<file path="config.mk">
export PLATFORM = sky130hd
export DESIGN_NAME = mcbc_top
export DESIGN_NICKNAME = d
export VERILOG_FILES = /design/src/rtl/mcbc_pkg.sv /design/src/rtl/mcbc_top.sv
export SDC_FILE = /design/constraint.sdc
export NUM_CORES = 1
export LEC_CHECK = 0
export ABC_AREA = 1
export ABC_CLOCK_PERIOD_IN_PS = 1880
export BUFFER_PORTS_ARGS = -buffer_cell sky130_fd_sc_hd__clkbuf_2
export CAP_MARGIN = 20
export CORE_MARGIN = 3
export CORE_UTILIZATION = 45
export CTS_CLUSTER_SIZE = 40
export DETAILED_ROUTE_END_ITERATION = 12
export GPL_ROUTABILITY_DRIVEN = 1
export PLACE_DENSITY = 0.79
export SLEW_MARGIN = 40
export SYNTH_ARGS = -nofsm -noshare
export SYNTH_HDL_FRONTEND = slang
export SYNTH_SLANG_ARGS = --single-unit
</file>
<file path="constraint.sdc">
create_clock -name i_clk -period 1.88 [get_ports i_clk]
set_clock_uncertainty 0.1 [all_clocks]
set_input_delay 0.188 -clock i_clk [delete_from_list [all_inputs] [get_ports i_clk]]
set_output_delay 0.188 -clock i_clk [all_outputs]
set_load 0.005 [all_outputs]
</file>
<file path="src/rtl/mcbc_pkg.sv">
// memory card bus control package: constants, access-time table, carriers
// assumes a 20 MHz system clock and a 26-bit system address
package mcbc_pkg;

	// ****************************************************************
	// address map
	// ****************************************************************
	localparam int unsigned ADDR_W       = 26;
	localparam int unsigned CARD_REGION  = 25;  // top address bit selects card half
	localparam int unsigned SLOT_BIT     = 24;  // slot select in two-slot mode
	localparam int unsigned BANK_LSB     = 20;  // low memory banks of 1MB
	localparam int unsigned BANK_W       = 5;   // 32 banks below the card half
	localparam int unsigned NUM_BANKS    = 32;

	// ****************************************************************
	// access timing
	// ****************************************************************
	localparam int unsigned CLK_PERIOD_NS = 50;
	localparam int unsigned T250_NS       = 250;
	localparam int unsigned T200_NS       = 200;
	localparam int unsigned T150_NS       = 150;
	localparam int unsigned T100_NS       = 100;
	localparam logic [3:0]  CYC_250 = 4'((T250_NS + CLK_PERIOD_NS - 1) / CLK_PERIOD_NS);
	localparam logic [3:0]  CYC_200 = 4'((T200_NS + CLK_PERIOD_NS - 1) / CLK_PERIOD_NS);
	localparam logic [3:0]  CYC_150 = 4'((T150_NS + CLK_PERIOD_NS - 1) / CLK_PERIOD_NS);
	localparam logic [3:0]  CYC_100 = 4'((T100_NS + CLK_PERIOD_NS - 1) / CLK_PERIOD_NS);

	// access-time codes, 0 is the slowest and the reset value
	typedef enum logic [1:0] {
		MCBC_SPEED_250,
		MCBC_SPEED_200,
		MCBC_SPEED_150,
		MCBC_SPEED_100
	} mcbc_speed_t;
	localparam mcbc_speed_t SPEED_RESET = MCBC_SPEED_250;

	// ****************************************************************
	// carriers
	// ****************************************************************
	typedef struct packed {
		logic               valid;   // one-cycle start strobe
		logic               write;
		logic               hi_byte; // odd byte lane wanted
		logic               lo_byte; // even byte lane wanted
		logic [ADDR_W-1:0]  addr;
		logic [15:0]        wdata;
	} mcbc_req_t;

	typedef struct packed {
		logic               ce_active_high;  // card enable polarity
		logic               rdy_active_high; // ready input polarity
		logic               two_slots;       // drive slot select from bit 24
		logic               attr_space;      // register-select pin level
		logic               gpio_mode;       // no slots fitted: parallel port
		mcbc_speed_t        speed;
	} mcbc_cfg_t;

	typedef struct packed {
		logic [1:0]         detect_n;  // both low means card present
		logic [1:0]         battery;
		logic               ready;
		logic               present;
	} mcbc_status_t;

	localparam logic [15:0] DATA_IDLE = 16'h0000;

endpackage

</file>
<file path="src/rtl/mcbc_top.sv">
// memory card bus control: decodes card cycles and drives the card pins
// assumes synchronous inputs, one clock, requests only while o_busy is low
// Functional notes
// - outside port mode, every access in the upper half of 64MB runs as a card cycle
// - 26-bit address; bit 25 high marks the card-reserved region
// - per-bank map bits can route any low bank to the card
// - per-bank width bits choose 8-bit or 16-bit card access
// - software-driven pin selects attribute or common card space
// - single slot: address bits 24..0 reach 32MB per space
// - when enabled, second slot select is inverse of bit 24
// - two slots: address bits 23..0 reach 16MB per card
// - card enable and ready polarities are configurable
// - access time is programmable, slowest is the reset default
// - card status inputs are readable by software
// - settings cover 250, 200, 150ns; 100ns for static RAM only
// - with no slots, control and data pins form a 16-bit port
`timescale 1ns/100ps
module mcbc_top
	import mcbc_pkg::*;
#(
	parameter int unsigned NBANK = NUM_BANKS
) (
	input  wire logic                  i_clk,
	input  wire logic                  i_arst_n,
	input  wire mcbc_req_t             i_req,
	input  wire mcbc_cfg_t             i_cfg,
	input  wire logic [NBANK-1:0]      i_bank_to_card,
	input  wire logic [NBANK-1:0]      i_bank_wide,
	input  wire logic                  i_card_ready_in,
	input  wire logic [1:0]            i_card_detect_pair,
	input  wire logic [1:0]            i_card_battery,
	input  wire logic [15:0]           i_data,
	input  wire logic [15:0]           i_gpio_out,
	input  wire logic [15:0]           i_gpio_dir_n,
	output logic [ADDR_W-2:0]          o_card_addr,
	output logic                       o_card_enable_low_byte,
	output logic                       o_card_enable_high_byte,
	output logic                       o_card_output_enable_n,
	output logic                       o_card_write_enable_n,
	output logic                       o_second_slot_select,
	output logic                       o_programmable_pin_two,
	output logic [15:0]                o_data,
	output logic [15:0]                o_data_oe_n,
	output logic                       o_busy,
	output logic                       o_done,
	output logic [15:0]                o_rdata,
	output logic                       o_card_cycle,
	output mcbc_status_t               o_status,
	output logic [15:0]                o_gpio_in
);

	initial begin
		if (NBANK != NUM_BANKS)
			$error("bank count must cover the lower 32MB in 1MB banks");
		if (NBANK != (1 << BANK_W))
			$error("bank index width must match the bank count");
		if (CARD_REGION != ADDR_W - 1)
			$error("card region flag must be the top address bit");
	end

	// ****************************************************************
	// helpers
	// ****************************************************************

	// cycles for an access-time code
	function automatic logic [3:0] speed_cycles(input mcbc_speed_t s);
		logic [3:0] c;
		c = CYC_250;
		unique case (s)
			MCBC_SPEED_250: c = CYC_250;
			MCBC_SPEED_200: c = CYC_200;
			MCBC_SPEED_150: c = CYC_150;
			MCBC_SPEED_100: c = CYC_100;
		endcase
		return c;
	endfunction

	// apply configured polarity to an active-true level
	function automatic logic pol(input logic active, input logic high_true);
		return high_true ? active : ~active;
	endfunction

	// ****************************************************************
	// decode
	// ****************************************************************
	logic [BANK_W-1:0] bank;
	logic              hit_upper;
	logic              hit_bank;
	logic              hit;
	logic              wide;
	logic              ready_true;

	// card region outside port mode: top half always, low banks when mapped
	always_comb begin
		bank       = i_req.addr[BANK_LSB +: BANK_W];
		hit_upper  = i_req.addr[CARD_REGION];
		hit_bank   = i_bank_to_card[bank];
		hit        = ~i_cfg.gpio_mode & (hit_upper | hit_bank);
		wide       = i_bank_wide[bank];
		ready_true = pol(i_card_ready_in, i_cfg.rdy_active_high);
	end

	// ****************************************************************
	// cycle sequencer
	// ****************************************************************
	typedef enum logic [1:0] {
		ST_IDLE,
		ST_STROBE,
		ST_WAIT_RDY
	} mcbc_state_t;

	mcbc_state_t       state;
	mcbc_state_t       next_state;
	logic [3:0]        count;
	logic [3:0]        next_count;
	logic              cyc_write;
	logic              next_cyc_write;
	logic              ce_lo;
	logic              next_ce_lo;
	logic              ce_hi;
	logic              next_ce_hi;
	logic [ADDR_W-2:0] addr;
	logic [ADDR_W-2:0] next_addr;
	logic [15:0]       wdata;
	logic [15:0]       next_wdata;
	logic              done;
	logic              next_done;
	logic [15:0]       rdata;
	logic [15:0]       next_rdata;

	// latch request, hold strobes for the programmed time, then await ready
	always_comb begin
		next_state     = state;
		next_count     = count;
		next_cyc_write = cyc_write;
		next_ce_lo     = ce_lo;
		next_ce_hi     = ce_hi;
		next_addr      = addr;
		next_wdata     = wdata;
		next_done      = 1'b0;
		next_rdata     = rdata;
		unique case (state)
			ST_IDLE: begin
				next_ce_lo = 1'b0;
				next_ce_hi = 1'b0;
				if (i_req.valid && hit) begin
					next_state     = ST_STROBE;
					next_count     = speed_cycles(i_cfg.speed);
					next_cyc_write = i_req.write;
					// single slot passes 24..0, two slots keep 23..0 per card
					next_addr      = i_req.addr[ADDR_W-2:0];
					if (i_cfg.two_slots)
						next_addr[SLOT_BIT] = 1'b0;
					next_wdata     = i_req.wdata;
					// narrow banks use even enable only, both bytes on the low lane
					next_ce_lo     = wide ? i_req.lo_byte : 1'b1;
					next_ce_hi     = wide & i_req.hi_byte;
				end
			end
			ST_STROBE: begin
				if (count <= 4'h1)
					next_state = ST_WAIT_RDY;
				else
					next_count = count - 4'h1;
			end
			ST_WAIT_RDY: begin
				if (ready_true) begin
					next_state = ST_IDLE;
					next_ce_lo = 1'b0;
					next_ce_hi = 1'b0;
					next_done  = 1'b1;
					if (!cyc_write)
						next_rdata = i_data;
				end
			end
			default: next_state = ST_IDLE;                       // unused code returns to idle
		endcase
	end

	// sequencer registers
	always_ff @(posedge i_clk or negedge i_arst_n) begin
		if (!i_arst_n) begin
			state     <= ST_IDLE;
			count     <= 4'h0;
			cyc_write <= 1'b0;
			ce_lo     <= 1'b0;
			ce_hi     <= 1'b0;
			addr      <= '0;
			wdata     <= DATA_IDLE;
			done      <= 1'b0;
			rdata     <= DATA_IDLE;
		end else begin
			state     <= next_state;
			count     <= next_count;
			cyc_write <= next_cyc_write;
			ce_lo     <= next_ce_lo;
			ce_hi     <= next_ce_hi;
			addr      <= next_addr;
			wdata     <= next_wdata;
			done      <= next_done;
			rdata     <= next_rdata;
		end
	end

	// ****************************************************************
	// second slot tracking
	// ****************************************************************
	// slot bit kept separately, since the driven address clears it
	logic slot_bit;
	logic next_slot_bit;

	// remember bit 24 of the taken request for the slot select pin
	always_comb begin
		next_slot_bit = slot_bit;
		if (state == ST_IDLE && i_req.valid && hit)
			next_slot_bit = i_req.addr[SLOT_BIT];
	end

	// ****************************************************************
	// pin drivers
	// ****************************************************************
	logic [ADDR_W-2:0]  next_o_addr;
	logic               next_o_ce_lo;
	logic               next_o_ce_hi;
	logic               next_o_oe_n;
	logic               next_o_we_n;
	logic               next_o_slot;
	logic               next_o_pin2;
	logic [15:0]        next_o_data;
	logic [15:0]        next_o_data_oe_n;
	mcbc_status_t       next_o_status;
	logic               act;

	// registered pins; port mode hands pins to software
	always_comb begin
		act              = (next_state != ST_IDLE);
		next_o_addr      = next_addr;
		next_o_ce_lo     = pol(next_ce_lo & act, i_cfg.ce_active_high);
		next_o_ce_hi     = pol(next_ce_hi & act, i_cfg.ce_active_high);
		next_o_oe_n      = ~(act & ~next_cyc_write);
		next_o_we_n      = ~(act & next_cyc_write);
		next_o_slot      = i_cfg.two_slots & ~next_slot_bit;
		next_o_pin2      = i_cfg.attr_space;
		next_o_data      = next_wdata;
		next_o_data_oe_n = {16{~(act & next_cyc_write)}};
		if (i_cfg.gpio_mode) begin
			next_o_data      = i_gpio_out;
			next_o_data_oe_n = i_gpio_dir_n;
			next_o_ce_lo     = i_gpio_out[0];
			next_o_ce_hi     = i_gpio_out[1];
			next_o_oe_n      = i_gpio_out[2];
			next_o_we_n      = i_gpio_out[3];
		end
		next_o_status.detect_n = i_card_detect_pair;
		next_o_status.battery  = i_card_battery;
		next_o_status.ready    = ready_true;
		next_o_status.present  = (i_card_detect_pair == 2'b00);
	end

	// pin and slot registers
	always_ff @(posedge i_clk or negedge i_arst_n) begin
		if (!i_arst_n) begin
			slot_bit                <= 1'b0;
			o_card_addr             <= '0;
			o_card_enable_low_byte  <= 1'b0;
			o_card_enable_high_byte <= 1'b0;
			o_card_output_enable_n  <= 1'b1;
			o_card_write_enable_n   <= 1'b1;
			o_second_slot_select    <= 1'b0;
			o_programmable_pin_two  <= 1'b0;
			o_data                  <= DATA_IDLE;
			o_data_oe_n             <= 16'hFFFF;
			o_busy                  <= 1'b0;
			o_done                  <= 1'b0;
			o_rdata                 <= DATA_IDLE;
			o_card_cycle            <= 1'b0;
			o_status                <= '0;
			o_gpio_in               <= DATA_IDLE;
		end else begin
			slot_bit                <= next_slot_bit;
			o_card_addr             <= next_o_addr;
			o_card_enable_low_byte  <= next_o_ce_lo;
			o_card_enable_high_byte <= next_o_ce_hi;
			o_card_output_enable_n  <= next_o_oe_n;
			o_card_write_enable_n   <= next_o_we_n;
			o_second_slot_select    <= next_o_slot;
			o_programmable_pin_two  <= next_o_pin2;
			o_data                  <= next_o_data;
			o_data_oe_n             <= next_o_data_oe_n;
			o_busy                  <= act;
			o_done                  <= next_done;
			o_rdata                 <= next_rdata;
			o_card_cycle            <= act;
			o_status                <= next_o_status;
			o_gpio_in               <= i_data;
		end
	end

endmodule

</file>
### Word-level counts from Yosys, hierarchy flattened

Index checks and enable logic that the tools add are counted.

| storage, ports and cells | value |
|---|---|
| output and inout port bits | 104 |
| word-level logic and storage cells | 98 |
| flip-flop bits (word level) | 129 |
| input bits | 172 |

| cells by class | value |
|---|---|
| equality and inequality tests | 7 |
| $add $sub $neg | 1 |
| order comparisons | 2 |
| reductions and logical operators | 11 |
| bitwise operators | 17 |
| muxes and demuxes | 36 |

Operators with widths:

| operator | count |
|---|---|
| $mux W16 | 4 |
| $mux W1 | 20 |
| $pmux W4 S4 | 1 |
| $bmux W1 S5 | 2 |
| $not A1 Y1 | 9 |
| $mux W4 | 2 |
| $pmux W4 S2 | 1 |
| $and A1 B1 Y1 | 7 |
| $eq A2 B2 Y1 const B | 3 |
| $logic_not A2 Y1 | 3 |
| $lt A5 B6 Y1 const B | 1 |
| $mux W2 | 3 |
| $pmux W2 S3 | 1 |
| $reduce_and A3 Y1 | 2 |
| $eq A2 B1 Y1 const B | 2 |
| $le A4 B1 Y1 const B | 1 |
| $ne A2 B2 Y1 const B | 2 |
| $pmux W1 S2 | 2 |
| $reduce_bool A2 Y1 | 2 |
| $sub A4 B1 Y4 const B | 1 |
| $logic_and A1 B1 Y1 | 3 |
| $reduce_and A2 Y1 | 1 |
| $or A1 B1 Y1 | 1 |

### Logic depth before layout (Yosys ltp)

Gate-level depths: netlist of the first run.

| logic depth | value |
|---|---|
| depth in word-level cells | 12 |
| gate-level depth with buffers | 18 |
| mapped depth without buffers | 16 |

### Worst setup path after synthesis of the first run

Ideal clock, no wire load.

| path | value |
|---|---|
| path type | in2reg |
| start | input i_req[37] (netlist bit) |
| end | register o_data_oe_n[10] |
| buffers on the path | 3 |
| slack | 111 ps |
| setup time | 76 ps |
| required time | 1,704 ps |
| arrival | 1,593 ps |
| stages | 17 |
| cell sequence | buf_4 > inv_1 > buf_4 > nand2_1 > nand3_1 > nand3_1 > nand2_1 > nand2_1 > nand3_2 > nand2_2 > inv_2 > nand2_1 > nand2_2 > nand2_1 > nand2_2 > buf_6 > nand2_1 |

| between the ends | value |
|---|---|
| elaborated cells on any way between the ends | 13 |
| classes of those cells | mux (7); bitwise (4); reduce/logical (2) |

RTL lines:

| item | line | text |
|---|---|---|
| from (decl) | mcbc_top.sv:25 | `input wire mcbc_req_t i_req,` |
| $bmux W1 S5 | mcbc_top.sv:97 | `hit_bank = i_bank_to_card[bank];` |
| $mux W1 (not written as such) | mcbc_top.sv:97 |  |
| $or A1 B1 Y1 | mcbc_top.sv:98 | `hit = ~i_cfg.gpio_mode & (hit_upper \| hit_bank);` |
| $and A1 B1 Y1 | mcbc_top.sv:98 |  |
| $logic_and A1 B1 Y1 | mcbc_top.sv:146 | `if (i_req.valid && hit) begin` |
| $mux W1 | mcbc_top.sv:146 |  |
| $mux W1 | mcbc_top.sv:142 | `unique case (state)` |
| via next_cyc_write | mcbc_top.sv:117 | `logic next_cyc_write;` |
| $and A1 B1 Y1 | mcbc_top.sv:245 | `next_o_data_oe_n = {16{~(act & next_cyc_write)}};` |
| $not A1 Y1 | mcbc_top.sv:245 |  |
| $mux W16 | mcbc_top.sv:246 | `if (i_cfg.gpio_mode) begin` |
| via next_o_data_oe_n[10] | mcbc_top.sv:230 | `logic [15:0] next_o_data_oe_n;` |
| to (signal assigned) | mcbc_top.sv:289 | `o_data_oe_n <= next_o_data_oe_n;` |
| to (decl) | mcbc_top.sv:43 | `output logic [15:0] o_data_oe_n,` |

The timed path passes the listed nets, and every way through them passes these cells. The select of a mux whose other input is x is not followed.
A chain may end at the register's enable or synchronous reset.

### Final worst setup path of the first run

| path | value |
|---|---|
| start | input i_cfg[5] (netlist bit) |
| end | register o_rdata[6] |

| between the ends | value |
|---|---|
| cells in the longest elaborated chain, start to end | 2 |

Ends and longest elaborated chain:

| item | line | text |
|---|---|---|
| from (decl) | mcbc_top.sv:26 | `input wire mcbc_cfg_t i_cfg,` |
| $mux W1 | mcbc_top.sv:80 | `return high_true ? active : ~active;` |
| $reduce_and A3 Y1 (no source line) | - |  |
| to (signal assigned) | mcbc_top.sv:292 | `o_rdata <= next_rdata;` |
| to (decl) | mcbc_top.sv:46 | `output logic [15:0] o_rdata,` |

No other way between the ends.

==> results of run 1 <==
==> layout make-up <==
class	instances	share of cell area (%)
Clock inverter	15	2.20
Timing Repair Buffer	396	30.0
Sequential cell	129	37.9
Inverter	37	1.62
Clock buffer	17	4.95
Tap cell	143	2.08
Multi-Input combinational cell	406	21.3
==> path summary, 6_finish.rpt <==
check                          start        endpoint  slack (ns)  cells past startpoint
max                         i_cfg[5]      o_rdata[6]        0.19                      7
min                        i_req[43]           ce_hi        0.04                      5
max reg2reg                 state[0]       o_data[5]        0.22                      8
min reg2reg                 slot_bit        slot_bit        0.38                      2
max in group asynchronous   i_arst_n  o_data_oe_n[1]        0.98                      3
min in group asynchronous   i_arst_n     o_status[5]        0.08                      2
==> metrics by stage <==
stage | area [µm²] | hold WS (ns) | setup WS (ns) | power [mW] | instances
4_1_cts | 8580 | 0.0402 | 0.128 | 10.4 | 1143
3_5_place_dp | 6980 | -0.0426 | -0.128 | 6.84 | 1013
3_3_place_gp | 6980 | -0.0431 | -0.0599 | 6.75 | 1013
6_report | 8590 | 0.0387 | 0.189 | 10.6 | 1143
2_1_floorplan | 5370 | -0.208 | 0.111 | 5.50 | 599
5_1_grt | 8590 | 0.0781 | 0.00974 | 11.1 | 1143
==> timing repair <==
item                                    CTS  global route
resized for setup                         0             3
endpoints found under the setup margin    0            10
hold buffers                             98             0
endpoints found under the hold margin   235             0
==> worst max-delay path, cell delays in order <==
cell	delay [ns]
dlygate4sd3_1	0.54
clkbuf_2	0.12
xor2_1	0.24
nor2_1	0.10
nand2_1	0.07
buf_4	0.24
mux2_2	0.39
==> registers in the layout, indices dropped and copies added, names as in the netlist, 2 cells and up <==
name	flops
o_status	6
o_rdata	16
o_gpio_in	16
o_data	16
o_card_addr	25
wdata	16
count	4
o_data_oe_n	16
state	2
==> placed cells by master (no fill, tap or decap), types with 3 or more instances in the layout <==
master         count
mux2_2            16
nand2_1          271
nor2_1            23
o21ai_0            8
nand2_2            3
a31oi_1           13
dfrtp_1          111
dfstp_2           18
inv_8              4
buf_12             3
inv_6              6
dlygate4sd3_1     98
buf_4             20
clkbuf_2         274
nand3_1           56
clkbuf_16         17
inv_1             33
==> metal layers <==
| layer | up-vias | share of wire [%] |
|---|---|---|
| li1 | 2652 | - |
| met1 | 2687 | 36 |
| met4 | 0 | 3.6 |
| met2 | 254 | 55 |
| met3 | 56 | 5.1 |
| met5 | - | 0 |
==> logic make-up after synthesis <==
family                     count (synthesis)  synth area share (%)
AOI/OAI and AO/OA                         26                  2.84
xor gates and xnor gates                   2                 0.326
adders and majority gates                  2                 0.466
buffers and inverters                     64                  5.41
DFF                                      129                  60.6
muxes                                     16                  3.36
and+or+nand+nor                          360                  27.0
==> power breakdown <==
part / leakage (nW) / internal [mW] / switching (mW)
sequential: 1.55 / 3.74 / 0.464
clock: 0.296 / 2.02 / 1.38
combinational: 2.92 / 1.36 / 1.61
total: 4.77 / 7.12 / 3.46
==> synth_stat cells, drive strengths merged <==
cell type / number
nand2: 274
dfrtp: 111
nand3: 58
inv: 35
nor2: 24
buf: 20
dfstp: 18
mux2: 16
a31oi: 13
o21ai: 11
clkbuf: 7
clkinv: 2
ha: 2
or2: 2
xor2: 2
a21oi: 1
nand3b: 1
nor3: 1
o211ai: 1
==> metrics.txt, run 1 <==
status completed; min-delay worst type input pin to register; grt ovf 0; total number of yosys warnings 0; DIE HEIGHT 115 µm; Synth cell types 26; Clock Path Buffers 2; full die area 13300 µm²; P per Cell Area 1230 nW/µm²; final worst-path cycle share 89.9%; Post-Route Utilization 74.6%; Seq/Total Area, Yosys 60.6%; cts bufs inserted 17; leading area contributor after synthesis dfrtp_1; PortBufs 275; antenna cells 0; syn_nets 773; WP data required 2.07 ns; Yosys reg bits 129; DRT Wirelength 18800 µm; grt met1 use 29.9%; clock latency on the worst-skew pair 0.40 ns; class of the most critical setup path input pin to register; cell row count 39; Final Hold Viols 0; CTS tree built; DRC viols 0; first-pass GRT wire length 28800 µm; Overall Global Routing Usage 28.0%; initial antenna violation count 0; setup TNS 0 ns; Core ar. 11500 µm²; CP arrival 1.88 ns; DR pass1 iterations 5; Reg clk slew, reported paths 0.06 ns; synth-to-layout area growth 60.0%; starting DRC count in detailed routing 377; vias 5649; final net count 1161; max-cap viol count 0; post-synthesis cell count 599; layout cells sized above 1 37.5%; hpwl dp 11300 µm; Slew @ Worst Pin 0.337 ns; die width 115 µm; min cycle time layout 1.69 ns; Reg area 3250 µm²; largest net degree at the start of global routing 62; # clock sinks 129; vias in the first global route 5941; WL/cell 16.5 µm; Clock Tree Root clkbuf_16; Cell Area, Synth 5370 µm²; VDD IR max 0.967 mV; busiest grt layer met2; grt met3 use 6.42%; initial cell density of the core 46.6%; final setup vio count 0; io pins 276; met2 usage 52.4%; Mean Syn Cell Area 8.96 µm²; FILL cells 763; Setup crit end kind register; GPL Wtd Cong 0.848; Max-slew headroom 77.5%; RSZ-0062 raised after global routing no; post-CTS setup buffer count 0; CP Launch Type input pin; area of the multi-input gates 1830 µm²; Fmax 0.592 GHz; CTS H-Tree Depth 4; Final ANT Viol Nets 0; synth top area cells dfrtp_1 52%, nand2_1 19%, dfstp_2 8.8%; worst-path maximum fanout 16; Avg Vias per Cell 4.94; pins over their slew limit 0; Pleak 4.77 nW; post-synth top area share 51.7%
Power figures use the tool's default switching activity.
==> run 2: changes to the inputs <==
Settings changed: PLACE_DENSITY 0.79 to 0.77, RECOVER_POWER set to 25.
==> run 2 against run 1 <==
  * Maximum frequency shrank 0.60%
  * Via count shrank 1.4%
  * Sequential cell count is the same
==> metrics.txt, run 2 (synthesized netlist as in run 1, its figures left out) <==
CP arrival 1.89 ns (about the same); final net count 1165 (+0.34%); Worst setup startpoint i_card_ready_in; Clock Tree Root clkbuf_16; antenna cells 0 (unchanged); max-cap viol count 0 (unchanged); CP Launch Type input pin; starting DRC count in detailed routing 344 (-8.8%); class of the most critical setup path input pin to register; layout cells sized above 1 36.4% (-1.1 points); Core ar. 11500 µm² (unchanged); post-route worst setup slack 0.179 ns (-0.0102 ns); most frequent cells in the layout 271 x nand2_1, 261 x clkbuf_2, 111 x dfrtp_1; hold_sp i_cfg[5]; Final Hold Viols 0 (unchanged); synth-to-layout area growth 59.4%; Setup crit end kind register; RSZ-0062 raised after global routing no; P per Cell Area 1230 nW/µm² (about the same); Fmax 0.588 GHz (-0.60%); pre-CTS setup slack -0.0776 ns (+0.0503 ns); min cycle time layout 1.70 ns (+0.0102 ns); WL/cell 16.2 µm (-2.0%); DRC viols 0 (unchanged); WP data required 2.07 ns (about the same); Slew @ Worst Pin 0.801 ns (+0.464 ns); initial cell density of the core 46.6% (unchanged); cell row count 39 (unchanged); GPL Wtd Cong 0.830 (-2.1%); largest net degree at the start of global routing 41 (-34%); final setup vio count 0 (unchanged); grt ovf 0 (unchanged); Top reg by flops o_card_addr; reg2reg start count[0]; commonest non-fill, non-tap cell in the layout nand2_1; min-delay worst type input pin to register; max reg flops 25 (unchanged); io pins 276 (unchanged); CTS H-Tree Depth 4 (unchanged); Final ANT Viol Nets 0 (unchanged); Post-DP Area 7020 µm² (+0.54%); hpwl dp 11400 µm (+0.41%); vias 5569 (-1.4%); Max-slew headroom 46.6% (-31 points); PortBufs 275 (unchanged); die width 115 µm (unchanged); Pleak 4.72 nW (-0.94%); DRT Wirelength 18500 µm (-1.6%); final worst-path cycle share 90.5% (+0.54 points); FILL cells 811 (+6.3%); full die area 13300 µm² (unchanged); VDD IR max 0.851 mV (-12%); DR pass1 iterations 7 (+2); Final Instance Area 8550 µm² (-0.36%); Reg clk slew, reported paths 0.07 ns (about the same); pins over their slew limit 0 (unchanged); Clock Path Buffers 2 (unchanged); # clock sinks 129 (unchanged); post-CTS setup buffer count 0 (unchanged); first-pass GRT wire length 28500 µm (-0.96%); worst-path maximum fanout 16 (unchanged); cts bufs inserted 17 (unchanged); clock latency on the worst-skew pair 0.40 ns (about the same); status completed; CTS tree built; Avg Vias per Cell 4.86 (-1.8%); initial antenna violation count 0 (unchanged); vias in the first global route 5785 (-2.6%); Overall Global Routing Usage 27.9% (-0.084 points); DIE HEIGHT 115 µm (unchanged)
==> run 2: final cells by class <==
class	instances	area, µm²	area share [%]
clock buffers	18	439	5.13
clock inverters	14	169	1.97
inverters	37	139	1.62
multi-input cells	406	1830	21.4
flip-flops and latches	129	3250	38.0
well taps	143	179	2.09
repair buffers	400	2550	29.8
==> run 2: through the flow <==
step	std cells	power, mW	utilization, %	setup TNS [ns]	hold slack, ns
final	1147	10.5	74.3	0	0.0183
after global routing	1147	11.1	74.3	0	0.0374
after CTS	1147	10.4	74.7	0	0.00514
after detailed placement	1018	6.91	61.0	-1.17	0.0656
after global placement	1018	6.80	61.0	-0.0349	0.0624
after floorplan	599	5.50	-	0	-0.208
==> run 2: final timing paths <==
check | to | slack (ns) | cells past startpoint
max reg2reg | count[0] | 0.19 | 7
min in group asynchronous | o_status[0] | 0.32 | 2
min | o_status[1] | 0.02 | 3
min reg2reg | wdata[14] | 0.38 | 2
max | o_rdata[6] | 0.18 | 7
max in group asynchronous | o_card_addr[12] | 0.24 | 3
==> run 2: layer usage <==
metal / track usage [%] / routed length [µm]
met5: 0 / 0
met4: 12.6 / 654
met3: 6.42 / 1050
met2: 50.8 / 10200
met1: 30.8 / 6680
==> run 2: worst max-delay path: stages <==
cell and delay, ns:
dlygate4sd3_1 0.55, clkbuf_2 0.13, xor2_1 0.24, nor2_1 0.09
nand2_1 0.07, buf_4 0.24, mux2_2 0.38
==> run 2: power breakdown <==
group | internal [mW] | total [mW] | switching [mW]
logic | 1.38 | 2.99 | 1.61
registers | 3.74 | 4.20 | 0.456
clock network | 2.03 | 3.35 | 1.33
total | 7.16 | 10.5 | 3.39
==> run 2: repair_timing <==
item / 4_1_cts / 5_1_grt
hold endpoints to repair: 174 / 0
hold buffers: 97 / 0
setup endpoints to repair: 0 / 4
resized for setup: 0 / 1
==> run 3: changes to the inputs <==
Settings changed: ABC_AREA 1 to not set, CORE_UTILIZATION 45 to 46, PLACE_DENSITY 0.77 to 0.79, TNS_END_PERCENT set to 10.
==> run 3 against run 2 <==
  * Cell count fell by 14%
  * Clock power fell by 6.3%
  * First-iteration DRC count fell by 0.87%
  * Design area rose by 3.4%
  * Largest power group unchanged
==> metrics.txt, run 3 <==
Power Total 10.7 mW (+1.9%); layout cells sized above 1 52.9% (+17 points); crit-path cells buf_4 -> mux4_2 -> a22o_4 -> o31a_4 -> nand2_4 -> buf_12 -> mux2_2; status completed; total number of yosys warnings 0 (unchanged); Worst setup startpoint i_req[38]; Net Switching 3.32 mW (-2.0%); Reg area 3250 µm² (unchanged); commonest non-fill, non-tap cell in the layout clkbuf_2; GPL Wtd Cong 0.872 (+5.1%); final setup vio count 0 (unchanged); die width 115 µm (about the same); Setup crit end kind register; syn_nets 599 (-23%); initial antenna violation count 0 (unchanged); clock latency on the worst-skew pair 0.40 ns (about the same); final worst-path cycle share 99.0% (+8.6 points); Cell Area, Synth 5480 µm² (+2.1%); RSZ-0062 raised after global routing yes; largest net degree at the start of global routing 38 (-7.3%); Worst Setup EP o_card_addr[8]; worst-path maximum fanout 20 (+4); leading area contributor after synthesis dfrtp_1; switching share of power 30.9% (-1.2 points); min-delay worst type input pin to register; WP data required 2.08 ns (about the same); Clk network pwr share 29.2% (-2.6 points); Async SR Flop Fraction 100% (unchanged); Int Pwr 7.42 mW (+3.7%); PortBufs 275 (unchanged); grt ovf 0 (unchanged); class of the most critical setup path input pin to register; first-pass GRT wire length 27700 µm (-2.9%); reg2reg start state[0]; Final ANT Viol Nets 0 (unchanged); Pleak 4.34 nW (-8.2%); DRC viols 0 (unchanged); CP arrival 2.06 ns (+0.17 ns); Yosys reg bits 129 (unchanged); CP Launch Type input pin; slowest CP cell mux4_2; Top reg by flops o_card_addr; part of the power in registers 39.6% (-0.2 points); slowest stage delay, CP 0.51 ns (-0.04 ns); synth top area cells dfrtp_1 51%, dfstp_2 8.6%, mux2_2 8.2%; area of the multi-input gates 2110 µm² (+15%); Clock Path Buffers 2 (unchanged); P per Cell Area 1210 nW/µm² (-1.5%); vias in the first global route 5633 (-2.6%); Overall Global Routing Usage 27.3% (-0.60 points); io pins 276 (unchanged); hpwl dp 12300 µm (+8.1%); Synth Flop Type dfrtp_1; Seq/Total Area, Yosys 59.3% (-1.2 points); max-cap viol count 0 (unchanged); min cycle time layout 1.86 ns (+0.161 ns); WL/cell 18.5 µm (+14%); Final Hold Viols 0 (unchanged); most frequent cells in the layout 259 x clkbuf_2, 111 x dfrtp_1, 91 x dlygate4sd3_1; pins over their slew limit 0 (unchanged); # clock sinks 129 (unchanged); Synth cell types 53 (+100%); Max-slew headroom 40.3% (-6.3 points); synth-to-layout area growth 61.4%; vias 5125 (-8.0%); Worst Reg-to-Reg Cells 5 (-2); post-synth top area share 50.7% (-1.0 points); final net count 999 (-14%); VDD IR max 0.703 mV (-17%); Clock Tree Root clkbuf_16; CTS tree built; Synth top cells by count 111 x dfrtp_1, 40 x mux2_2, 37 x nand2_1, 29 x o21ai_0, 23 x nor2_1; DR pass1 iterations 4 (-3); cts bufs inserted 17 (unchanged); hold_sp i_req[44]; cell row count 39 (unchanged); post-synthesis cell count 425 (-29%); Fmax 0.537 GHz (-8.7%); Mean Syn Cell Area 12.9 µm² (+44%); full die area 13300 µm² (-0.16%); setup TNS 0 ns (unchanged); initial cell density of the core 47.6% (+0.96 points); CTS H-Tree Depth 4 (unchanged); max reg flops 25 (unchanged); FILL cells 715 (-12%); Core ar. 11500 µm² (unchanged); starting DRC count in detailed routing 341 (-0.87%); Avg Vias per Cell 5.22 (+7.6%); Reg clk slew, reported paths 0.06 ns (about the same); DRT Wirelength 18100 µm (-2.3%); Logic pwr share 31.2% (+2.9 points); Fin Hold WS 0.0110 ns (-0.00723 ns); most common cell in the netlist dfrtp_1; Worst R2R End o_card_enable_high_byte; R2R setup slack 0.02 ns (-0.17 ns); DIE HEIGHT 115 µm (about the same); Slew @ Worst Pin 0.895 ns (+0.0938 ns); antenna cells 0 (unchanged); Final Instance Area 8840 µm² (+3.4%); Post-synth EDFFs 0 (unchanged); Post-DP Area 7270 µm² (+3.5%)
==> run 3: kinds of logic (layout without fill, tap and decap cells) <==
| group | count (synthesis) | in the layout | synth area share (%) |
|---|---|---|---|
| flip-flops | 129 | 129 | 59.3 |
| AND/OR/NAND/NOR | 107 | 107 | 9.39 |
| AO/OA/AOI/OAI | 87 | 87 | 11.6 |
| multiplexers | 58 | 58 | 14.9 |
| buffers and inverters | 39 | 452 | 3.77 |
| XOR/XNOR | 3 | 3 | 0.480 |
| adder cells (fa/ha/maj) | 2 | 2 | 0.457 |
==> run 3: area by class of cell <==
type	instances	share of cell area, %
inverter	10	0.424
tap	143	2.02
sequential	129	36.8
timing repair buffer	410	30.5
clock inverter	14	1.51
multi-input combinational	257	23.8
clock buffer	18	4.97
==> run 3: power groups by stage <==
stage	clock network, mW	registers [mW]	logic, mW
after floorplan	0	4.24	1.47
after global placement	0	4.19	2.91
after detailed placement	0	4.24	3.05
after CTS	3.18	4.20	3.24
after global routing	3.33	4.34	3.66
final	3.14	4.25	3.35
==> run 3: how the worst min path moves through the flow <==
stage               cells past startpoint            end
floorplan                               0          ce_hi
finish                                  2      cyc_write
global placement                        1   o_gpio_in[6]
CTS                                     2      cyc_write
global route                            2      cyc_write
detailed placement                      1  o_gpio_in[12]
==> run 3: metal layers <==
metal / vias up / global-route usage, % / part of all wire, %
met2: 255 / 50.7 / 55
met4: 0 / 13.3 / 3.4
met5: - / 0 / 0
met1: 2486 / 28.6 / 34
met3: 41 / 6.63 / 7.0
li1: 2343 / - / -
==> run 3: critical path, delay by kind of cell <==
| kind | cells | cell delay [ns] |
|---|---|---|
| AO/OA/AOI/OAI | 2 | 0.62 |
| buffers and inverters | 2 | 0.27 |
| multiplexers | 2 | 0.87 |
| AND/OR/NAND/NOR | 1 | 0.10 |
==> run 3: stage by stage <==
stage	util, %	worst slack, ns	std cells
after floorplan	-	-0.272	425
after global placement	63.1	-0.413	855
after detailed placement	63.1	-0.503	855
after CTS	76.2	0.00273	978
after global routing	76.8	-0.0556	981
final	76.8	0.0180	981
==> run 3: what timing repair did <==
item,in CTS,in global routing
hold buffers,91,0
endpoints found under the hold margin,145,0
resized for setup,8,35
cloned,0,1
endpoints found under the setup margin,38,70
pin swaps,0,8
setup buffers,0,2
